### src/fpm_pkg.sv
/*
 Constants and types of the front-panel menu controller.
 Assumes a 125 MHz clock and debounced one-cycle switch pulses.
*/
package fpm_pkg;
	localparam int CLK_MHZ       = 125;
	localparam int IDLE_S        = 12;
	localparam int IDLE_CYC      = IDLE_S * CLK_MHZ * 1000000;
	localparam int SHOW_MS       = 1000;
	localparam int SHOW_CYC      = SHOW_MS * CLK_MHZ * 1000;
	localparam int LAST_MENU     = 11;
	localparam logic [11:0] FREQ_MIN = 12'h3B6;
	localparam logic [11:0] FREQ_MAX = 12'h866;
	localparam logic signed [7:0] LVL_MIN  = -8'sh28;
	localparam logic signed [7:0] LVL_MAX  = -8'sh0A;
	localparam logic signed [11:0] GAIN_MIN = -12'sh064;
	localparam logic signed [11:0] GAIN_MAX = 12'sh12C;
	localparam logic signed [11:0] OUT_MIN  = -12'sh0C8;
	localparam logic signed [11:0] OUT_MAX  = 12'sh000;
	localparam logic [2:0]  CUR_MAX  = 3'h3;
	// Freq, level, gain, five on/off flags, address
	localparam int SET_W = 12 + 8 + 12 + 5 + 5;

	typedef enum logic [2:0] {
		FPM_SEGS, FPM_VER, FPM_NORMAL, FPM_MENU, FPM_SAVE
	} fpm_mode_t;

	typedef struct packed {
		logic [11:0]        freq;
		logic signed [7:0]  lvl;
		logic signed [11:0] gain;
		logic               mute;
		logic               remote;
		logic               extRef;
		logic               refIns;
		logic               rs485;
		logic [4:0]         addr;
	} fpm_set_t;
endpackage : fpm_pkg

### src/fpm_ctrl.sv
/*
 Front-panel menu controller: power-up sequence, menu walk, editing,
 save prompt, idle timeout, alarm. Assumes switch inputs are
 debounced one-cycle pulses and nvData holds the stored settings.
*/
`timescale 1ns/10ps
module fpm_ctrl
	import fpm_pkg::*;
#(
	parameter int IDLE_CYCLES = IDLE_CYC,
	parameter int SHOW_CYCLES = SHOW_CYC
) (
	input  wire logic                 clk,
	input  wire logic                 arst_n,
	input  wire logic                 swStep,
	input  wire logic                 swLeft,
	input  wire logic                 swRight,
	input  wire logic                 swUp,
	input  wire logic                 swDown,
	input  wire logic                 optFine,
	input  wire logic                 optRef,
	input  wire logic                 optSerial,
	input  wire logic                 optTemp,
	input  wire logic                 optAmp,
	input  wire logic [2:0]           pllUnlock,
	input  wire logic [SET_W-1:0]     nvData,
	output logic [SET_W-1:0]          nvWrData,
	output logic                      nvWrite,
	output logic [2:0]                dispMode,
	output logic [3:0]                menuNum,
	output logic [2:0]                cursorPos,
	output logic                      saveYes,
	output logic [SET_W-1:0]          liveSet,
	output logic                      rfMute,
	output logic                      alarm
);
	import fpm_pkg::*;

	typedef struct packed {
		fpm_mode_t   mode;
		logic [3:0]  menu;
		logic [2:0]  cur;
		logic        yes;
		logic [31:0] tmr;
		fpm_set_t    saved;
		fpm_set_t    edit;
		fpm_set_t    live;
		logic        wr;
		logic        fmute;
		logic        alarm;
		logic        rfm;
	} fpm_st_t;

	fpm_st_t st_reg, st_next;
	logic signed [15:0] stepIn, stepOut;
	logic               act, vert;

	function automatic logic menuOn(input logic [3:0] m, input logic r,
			input logic q, input logic t, input logic v);
		case (m)
			4'h6, 4'h7: menuOn = r;
			4'h8, 4'h9: menuOn = q;
			4'hA:       menuOn = t;
			4'hB:       menuOn = v;
			default:    menuOn = 1'b1;
		endcase
	endfunction : menuOn

	function automatic logic outOk(input logic signed [7:0] l,
			input logic signed [11:0] g, input logic f);
		logic signed [11:0] o;
		o = (f ? g : 12'(g * 10)) + 12'(l * 10);
		outOk = (o >= OUT_MIN) && (o <= OUT_MAX);
	endfunction : outOk

	assign act  = swStep | swLeft | swRight | swUp | swDown;
	assign vert = swUp | swDown;

	always_comb begin
		case (st_reg.menu)
			4'h1:    stepIn = 16'($signed({1'b0, st_reg.edit.freq}));
			4'h2:    stepIn = 16'(st_reg.edit.lvl);
			default: stepIn = 16'(st_reg.edit.gain);
		endcase
	end

	fpm_step u_step (
		.value  (stepIn),
		.cursor (st_reg.cur),
		.up     (swUp),
		.result (stepOut)
	);

	always_comb begin
		logic [3:0] nm;
		fpm_set_t   e;
		nm = 4'h0;
		e = st_reg.edit;
		st_next = st_reg;
		st_next.wr = 1'b0;
		st_next.alarm = |pllUnlock;
		case (st_reg.mode)
			FPM_SEGS, FPM_VER: begin
				if (st_reg.tmr >= 32'(SHOW_CYCLES - 1)) begin
					st_next.tmr = '0;
					st_next.mode = (st_reg.mode == FPM_SEGS) ?
						FPM_VER : FPM_NORMAL;
					st_next.saved = nvData;
					st_next.edit = nvData;
					st_next.live = nvData;
				end else
					st_next.tmr = st_reg.tmr + 32'h1;
			end
			FPM_NORMAL: begin
				st_next.tmr = '0;
				if (swStep) begin
					st_next.mode = FPM_MENU;
					st_next.menu = 4'h1;
					st_next.cur = '0;
					st_next.edit = st_reg.saved;
				end
			end
			FPM_MENU, FPM_SAVE: begin
				st_next.tmr = act ? '0 : st_reg.tmr + 32'h1;
				if (!act && st_reg.tmr >= 32'(IDLE_CYCLES - 1)) begin
					st_next.mode = FPM_NORMAL;
					st_next.edit = st_reg.saved;
					st_next.live = st_reg.saved;
					st_next.fmute = 1'b0;
				end else if (st_reg.mode == FPM_SAVE) begin
					if (vert)
						st_next.yes = ~st_reg.yes;
					if (swStep) begin
						st_next.mode = FPM_NORMAL;
						st_next.fmute = 1'b0;
						if (st_reg.yes) begin
							st_next.saved = st_reg.edit;
							st_next.live = st_reg.edit;
							st_next.wr = 1'b1;
						end else begin
							st_next.edit = st_reg.saved;
							st_next.live = st_reg.saved;
						end
					end
				end else if (swStep) begin
					if (st_reg.cur == 3'h7) begin
						st_next.mode = FPM_SAVE;
						st_next.yes = 1'b0;
					end else begin
						nm = st_reg.menu + 4'h1;
						while_loop: for (int i = 0; i < 6; i++)
							if (nm <= 4'(LAST_MENU) && !menuOn(nm, optRef,
									optSerial, optTemp, optAmp))
								nm = nm + 4'h1;
						if (nm > 4'(LAST_MENU)) begin
							st_next.mode = FPM_SAVE;
							st_next.yes = 1'b0;
						end else
							st_next.menu = nm;
						st_next.cur = '0;
					end
				end else if (swLeft || swRight) begin
					if (swLeft)
						st_next.cur = (st_reg.cur == CUR_MAX) ? 3'h7 :
							st_reg.cur + 3'h1;
					else
						st_next.cur = (st_reg.cur == 3'h7) ? CUR_MAX :
							(st_reg.cur == 3'h0 ? 3'h0 : st_reg.cur - 3'h1);
				end else if (vert && st_reg.cur != 3'h7) begin
					case (st_reg.menu)
						4'h1: if (stepOut >= 16'(FREQ_MIN) &&
								stepOut <= 16'(FREQ_MAX)) begin
							e.freq = stepOut[11:0];
							st_next.fmute = 1'b1;
						end
						4'h2: if (stepOut >= 16'(LVL_MIN) &&
								stepOut <= 16'(LVL_MAX))
							e.lvl = stepOut[7:0];
						4'h3: if (stepOut >= 16'(optFine ? GAIN_MIN :
								GAIN_MIN / 10) && stepOut <= 16'(optFine ?
								GAIN_MAX : GAIN_MAX / 10))
							e.gain = stepOut[11:0];
						4'h4: e.mute = ~e.mute;
						4'h5: e.remote = ~e.remote;
						4'h6: e.extRef = ~e.extRef;
						4'h7: e.refIns = ~e.refIns;
						4'h8: e.rs485 = ~e.rs485;
						4'h9: e.addr = e.addr + 5'h1;
						default: ;
					endcase
					if (outOk(e.lvl, e.gain, optFine)) begin
						st_next.edit = e;
						st_next.live.lvl = e.lvl;
						st_next.live.gain = e.gain;
					end
				end
			end
			default: st_next.mode = FPM_SEGS;
		endcase
		// Carrier mute held in its own flop
		st_next.rfm = st_next.fmute | st_next.live.mute;
	end

	always_ff @(posedge clk or negedge arst_n) begin
		if (!arst_n) begin
			st_reg <= '0;
			st_reg.mode <= FPM_SEGS;
		end else
			st_reg <= st_next;
	end

	always_comb begin
		nvWrData  = st_reg.saved;
		nvWrite   = st_reg.wr;
		dispMode  = st_reg.mode;
		menuNum   = st_reg.menu;
		cursorPos = st_reg.cur;
		saveYes   = st_reg.yes;
		liveSet   = st_reg.live;
		rfMute    = st_reg.rfm;
		alarm     = st_reg.alarm;
	end
endmodule : fpm_ctrl

### src/fpm_step.sv
/*
 Decimal step of one digit of a settings value.
 Assumes the caller drops a result outside its own range.
*/
`timescale 1ns/10ps
module fpm_step (
	input  wire logic signed [15:0] value,
	input  wire logic [2:0]         cursor,
	input  wire logic               up,
	output logic signed [15:0]      result
);
	logic signed [15:0] w;
	always_comb begin
		case (cursor)
			3'h0:    w = 16'sh0001;
			3'h1:    w = 16'sh000A;
			3'h2:    w = 16'sh0064;
			default: w = 16'sh03E8;
		endcase
		result = up ? value + w : value - w;
	end
endmodule : fpm_step

### config.mk
export PLATFORM = sky130hd
export DESIGN_NAME = fpm_ctrl
export DESIGN_NICKNAME = d
export VERILOG_FILES = /design/src/fpm_pkg.sv /design/src/fpm_ctrl.sv /design/src/fpm_step.sv
export SDC_FILE = /design/constraint.sdc
export NUM_CORES = 1
export LEC_CHECK = 0
export BUFFER_PORTS_ARGS = -buffer_cell sky130_fd_sc_hd__buf_2
export CELL_PAD_IN_SITES_DETAIL_PLACEMENT = 2
export CELL_PAD_IN_SITES_GLOBAL_PLACEMENT = 2
export CORE_MARGIN = 2
export CORE_UTILIZATION = 39
export DETAILED_ROUTE_END_ITERATION = 10
export MAX_ROUTING_LAYER = met4
export PLACE_DENSITY = 0.87
export SETUP_SLACK_MARGIN = 0.2
export SYNTH_ARGS = -nofsm -noshare
export SYNTH_HDL_FRONTEND = slang
export SYNTH_SLANG_ARGS = --single-unit
### constraint.sdc
create_clock -name clk -period 21.4 [get_ports clk]
set_input_delay 2.14 -clock clk [delete_from_list [all_inputs] [get_ports clk]]
set_output_delay 2.14 -clock clk [all_outputs]
set_load 0.005 [all_outputs]
Yosys cells after proc, flatten, opt, wreduce, memory -nomap -nowiden. Index checks and enable logic that the tools add are counted.

Register bits: 173. Input port bits: 57.

Add/subtract/negate cells: 14. Multipliers: 2. Order comparisons: 17. Eq/ne operators: 81. Mux-type cells: 163. Bitwise logic cells: 13. Reduce and logical (&&, ||, !) cells: 57.

Operators with widths (count): 42-bit 2-to-1 mux (9); 42-bit one-hot mux with 2 select lines (2); 4-bit 2-to-1 mux (37); 12-bit 2-to-1 mux (12); 128-bit 2-to-1 mux (1); 126-bit 2-to-1 mux (1); 42-bit one-hot mux with 3 select lines (1); 4-bit equality test, second input constant (26); 20-bit 2-to-1 mux (5); 32-bit one-hot mux with 3 select lines (1); 84-bit 2-to-1 mux (1); 8-bit 2-to-1 mux (9); 4-bit by 3-bit equality test with 1-bit output, second input constant (16); 32-bit 2-to-1 mux (2); 9-bit AND reduction (6); 1-bit 2-to-1 mux (49); 3-bit 2-to-1 mux (12); 32-bit by 1-bit adder with 32-bit output, second input constant (1); 32-bit by 27-bit greater-or-equal comparator with 1-bit output, second input constant (1); 32-bit by 31-bit greater-or-equal comparator with 1-bit output, second input constant (1); 16-bit one-hot mux with 2 select lines (1); 10-bit one-hot mux with 3 select lines (1); 4-bit by 1-bit adder with 4-bit output, second input constant (7); 7-bit 2-to-1 mux (4); 53 further kinds (141).

Depth between registers and ports, before layout.
Depth in word-level cells: 104. Depth in mapped cells: 48. Depth with buffers taken out: 48.

By module. A second synthesis with hierarchy kept.

Cell total of the unflattened synthesis: 1907. Area, all modules: 15319.7 um^2.

Modules (own cells, without submodules): fpm_ctrl (times used 1, cells each 1788, area each 14451.4 um^2, sequential area each 4329.2 um^2); fpm_step (times used 1, cells each 119, area each 868.3 um^2, sequential area each 0.0 um^2).

Worst setup path after synthesis. No wires, ideal clock.

Kind: input port to flip-flop. From: input optAmp. To: register st_reg, in the netlist menuNum[0]. Library setup time: 0.128 ns. Arrival time: 11.154 ns. Data required time: 21.272 ns. Setup slack: 10.118 ns. Stages on the path: 44. Path through: a22oi_1 > o211ai_1 > a211oi_2 > mux2i_1 > inv_1 > ha_1 > or4_1 > nand3_1 > a21oi_1 > a21boi_1 > or2_2 > xnor2_1 > inv_1 > ha_1 > o21ai_0 > nand2_1 > a221oi_1 > nand3_1 > [... 8 more ...] > o31a_1 > and2_1 > a21oi_1 > inv_1 > ha_1 > a221oi_1 > nand2b_1 > mux2i_1 > mux2_2 > inv_1 > ha_1 > a22oi_1 > nand3_1 > a21oi_1 > a311oi_1 > o41ai_2 > a21oi_2 > mux2_1.

Word-level cells in the longest chain between the ends: 100. Elaborated cells between the ends (all ways): 143.

RTL lines: start, declared (RTL line fpm_ctrl.sv:24) `input wire logic optAmp,`; 1-bit one-hot mux with 4 select lines (RTL line fpm_ctrl.sv:60) `case (m)`; 1-bit 2-to-1 mux (RTL line fpm_ctrl.sv:146) `if (st_reg.cur == 3'h7) begin`; 1-bit 2-to-1 mux (RTL line fpm_ctrl.sv:145) `end else if (swStep) begin`; 1-bit 2-to-1 mux (RTL line fpm_ctrl.sv:130) `end else if (st_reg.mode == FPM_SAVE) begin`; 1-bit 2-to-1 mux (RTL line fpm_ctrl.sv:125) `if (!act && st_reg.tmr >= 32'(IDLE_CYCLES - 1)) begin`; 1-bit 2-to-1 mux (RTL line fpm_ctrl.sv:102) `case (st_reg.mode)`; 1-bit logical NOT (RTL line fpm_ctrl.sv:152) `if (nm <= 4'(LAST_MENU) && !menuOn(nm, optRef,`; 1-bit logical AND (RTL line fpm_ctrl.sv:152); [... 79 more ...]; 1-bit logical AND (RTL line fpm_ctrl.sv:152); 4-bit 2-to-1 mux * (RTL line fpm_ctrl.sv:152); 4-bit 2-to-1 mux * (RTL line fpm_ctrl.sv:146); 4-bit 2-to-1 mux * (RTL line fpm_ctrl.sv:145); 4-bit 2-to-1 mux * (RTL line fpm_ctrl.sv:130); 4-bit 2-to-1 mux * (RTL line fpm_ctrl.sv:125); 4-bit 2-to-1 mux * (RTL line fpm_ctrl.sv:102); branches (longest 6 deep; another with 4-bit > comparator); end signal, assigned (RTL line fpm_ctrl.sv:209) `st_reg <= st_next;`; end, declared (RTL line fpm_ctrl.sv:54) `fpm_st_t st_reg, st_next;`.

Mark *: on every way between the ends. The select of a mux whose other input is x is not followed. A chain may end at the register's enable or synchronous reset.

Final worst setup path.
From: input optAmp. To: register st_reg, in the netlist menuNum[2].

The elaborated chain is that of the path after synthesis.

==> out/metrics.yaml <==
outcome:
  status: "completed"
timing:
  relSlewSlack: 0.116
  worstMarginPinSlew_ns: 1.31
  final_max_slew_viol_count: 0
  rsz0062_at_grt: "no"
  min_period_ns: 12.80
  setup_viol: 0
  hold_violations: 0
  post-route-period-util: 0.598
  fmax_ghz: 0.0781
  fin_skew_ns: 0.0263
  tns_ns: 0
critical_path:
  rr_worst_depth: 43
  cp.depth: 45
  worstPathRequired_ns: 21.76
  critPathLaunchType: "input pin"
  worst_setup_path_end_kind: "flip-flop"
  critical_path.top_delay_family: "compound AO/OA/AOI/OAI gates"
  worstSetupPathType: "input pin to flip-flop"
  crit_fanout: 7
  slowest_stage: "or4_1"
  r2r_setup_slack_ns: 9.18
  worst_ep_arrival_time_ns: 13.16
  cp.buffers_inverters: 6
  slowest_delay_ns: 0.54
flow_run:
  drv_cap: 0
synth:
  postSynthCellCount: 1903
  synth.most_common_cell: "nor2_1"
  synth_common_cells: "253 x nor2_1, 229 x a21oi_1, 173 x dfrtp_1, 171 x nand2_1, 101 x ha_1"
  avgSynthCellArea_um2: 8.09
  synthArstFlopShare: 1.00
  synth-edff-count: 0
  yosys-top-cells-area: "dfrtp_1 28%, ha_1 8.2%, a21oi_1 7.4%"
  synth_ff_type: "dfrtp_1"
  ys_ff_latch: 173
  ys_seq_area_frac: 0.281
  ys_warn_count: 0
  synth_area_um2: 15400
  synth.distinct_cells: 95
  yosysTopAreaCell: "dfrtp_1"
  synth_top_area_frac: 0.281
placed_design:
  dp_hpwl_um: 44600
  io_buffers: 154
  placed_area_um2: 16000
  dp_cells: 2407
  gp_congestion: 0.907
global_routing:
  grt_util_all_layers: 0.335
  grt_pass1_wl_um: 103000
  grt_pass1_vias: 17100
  antenna_found_initial: 2
  grt_overflow: 0
  grt_start_max_net_pins: 85
detailed_routing:
  vias_per_cell: 6.38
  wl_um: 66800
  route.detailed.drc: 0
  dr.pass1.iters: 5
  drt_iter0_drc: 1164
  wl_per_cell_um: 27.4
  vias: 15600
  drt.antenna.violating_nets: 0
power:
  power_frac_clock: 0.098
  p_leak_nw: 7.73
  seqPwrFrac: 0.166
  switching_power_mw: 1.94
  power_density_nw_per_um2: 211
  finalPower_mw: 3.49
  switching_share: 0.555
  p_int_mw: 1.55
  vdd_drop_max_v: 0.0000941
  p_comb_frac: 0.736
worst_hold_path:
  hold_path.class: "flip-flop to flip-flop"
  whs_path_depth: 1
die:
  dieArea_um2: 41100
  num_rows: 72
  die_h_um: 203
  die_x_um: 203
  core_area_um2: 38800
  ios: 155
  start_util: 0.397
clocking:
  clkTransAtPathRegs_ns: 0.07
  cts_hold_buf: 0
  cts_num_sinks: 173
  cts_resized: 0
  insertion_delay_ns: 0.50
  cts_setup_buffers: 0
  htree_levels: 4
  root_buffer: "clkbuf_16"
  cts-buffers-inserted: 17
  clk_path_buf_depth: 2
  cts_tree: "yes"
cells_and_area:
  syn2layout_area_growth_pct: 7.61
  utilization: 0.427
  finalNetCount: 2070
  final_cell_count_no_fill: 2441
  largest_reg_flops: 75
  drive_above_1_share: 0.163
  finalInstanceArea_um2: 16600
==> cells in the final DEF (no fill, tap or decap), types with 16 or more instances in the layout <==
master     Yosys  layout
mux2_1        41      41
o21ai_0       79      78
mux2i_1       28      28
nor2_1       253     251
a221o_1       16      16
mux2_2        66      66
dfrtp_1      173     172
buf_4         94      28
inv_1         61      61
a211oi_1      28      28
buf_2          6     153
nand2b_1      16      16
nand2_1      171     171
a21o_1        20      20
xnor2_1       39      39
clkbuf_16      0      17
a31oi_1       38      38
o22ai_1       24      24
a21oi_1      229     226
ha_1         101     101
xor2_1        28      28
nor3_1        26      26
nand3_1       32      32
==> layer usage <==
metal / global-route usage / vias up / share of wire
met3: 0.0535 / 225 / 0.054
met1: 0.395 / 7983 / 0.41
met4: 0.177 / 0 / 0.052
met2: 0.551 / 630 / 0.48
met5: - / - / 0
li1: - / 6725 / -
==> cell type report <==
cell class	instances	area, um2
Tap cell	518	648
Fill cell	4413	22300
Timing Repair Buffer	182	990
Multi-Input combinational cell	1473	9770
Sequential cell	173	4330
Inverter	61	229
Clock buffer	17	425
Clock inverter	15	174
Antenna cell	2	5.00
==> path summary, 6_finish.rpt <==
| kind | start | end |
|---|---|---|
| setup / recovery | optAmp | menuNum[2] |
| hold / removal | liveSet[14] | liveSet[14] |
| setup reg to reg | menuNum[0] | liveSet[21] |
| hold reg to reg | liveSet[14] | liveSet[14] |
| max in group asynchronous | arst_n | liveSet[5] |
| min in group asynchronous | arst_n | st_reg[58] |
==> stage by stage <==
stage,setup WS [ns],hold WS (ns)
4_1_cts,8.69,0.502
2_1_floorplan,10.12,0.465
3_5_place_dp,8.24,0.480
6_report,8.60,0.497
3_3_place_gp,8.99,0.471
5_1_grt,7.54,0.525
==> kinds of logic after synthesis <==
kind of cell	Yosys count	synth area share
AO/OA/AOI/OAI	563	0.232
XOR/XNOR	67	0.0381
adder cells (fa/ha/maj)	105	0.0873
buffers and inverters	258	0.0878
flip-flops	173	0.281
multiplexers	137	0.0989
other	1	0.000244
AND/OR/NAND/NOR	599	0.175
==> power groups by stage <==
stage | Sequential (mW) | Clock (mW) | Combinational, mW
global placement | 0.560 | 0 | 2.26
CTS | 0.572 | 0.346 | 2.52
finish | 0.579 | 0.342 | 2.57
floorplan | 0.509 | 0 | 1.76
global route | 0.588 | 0.356 | 2.76
detailed placement | 0.572 | 0 | 2.41
Note: power is estimated with default switching activity, not from simulation.
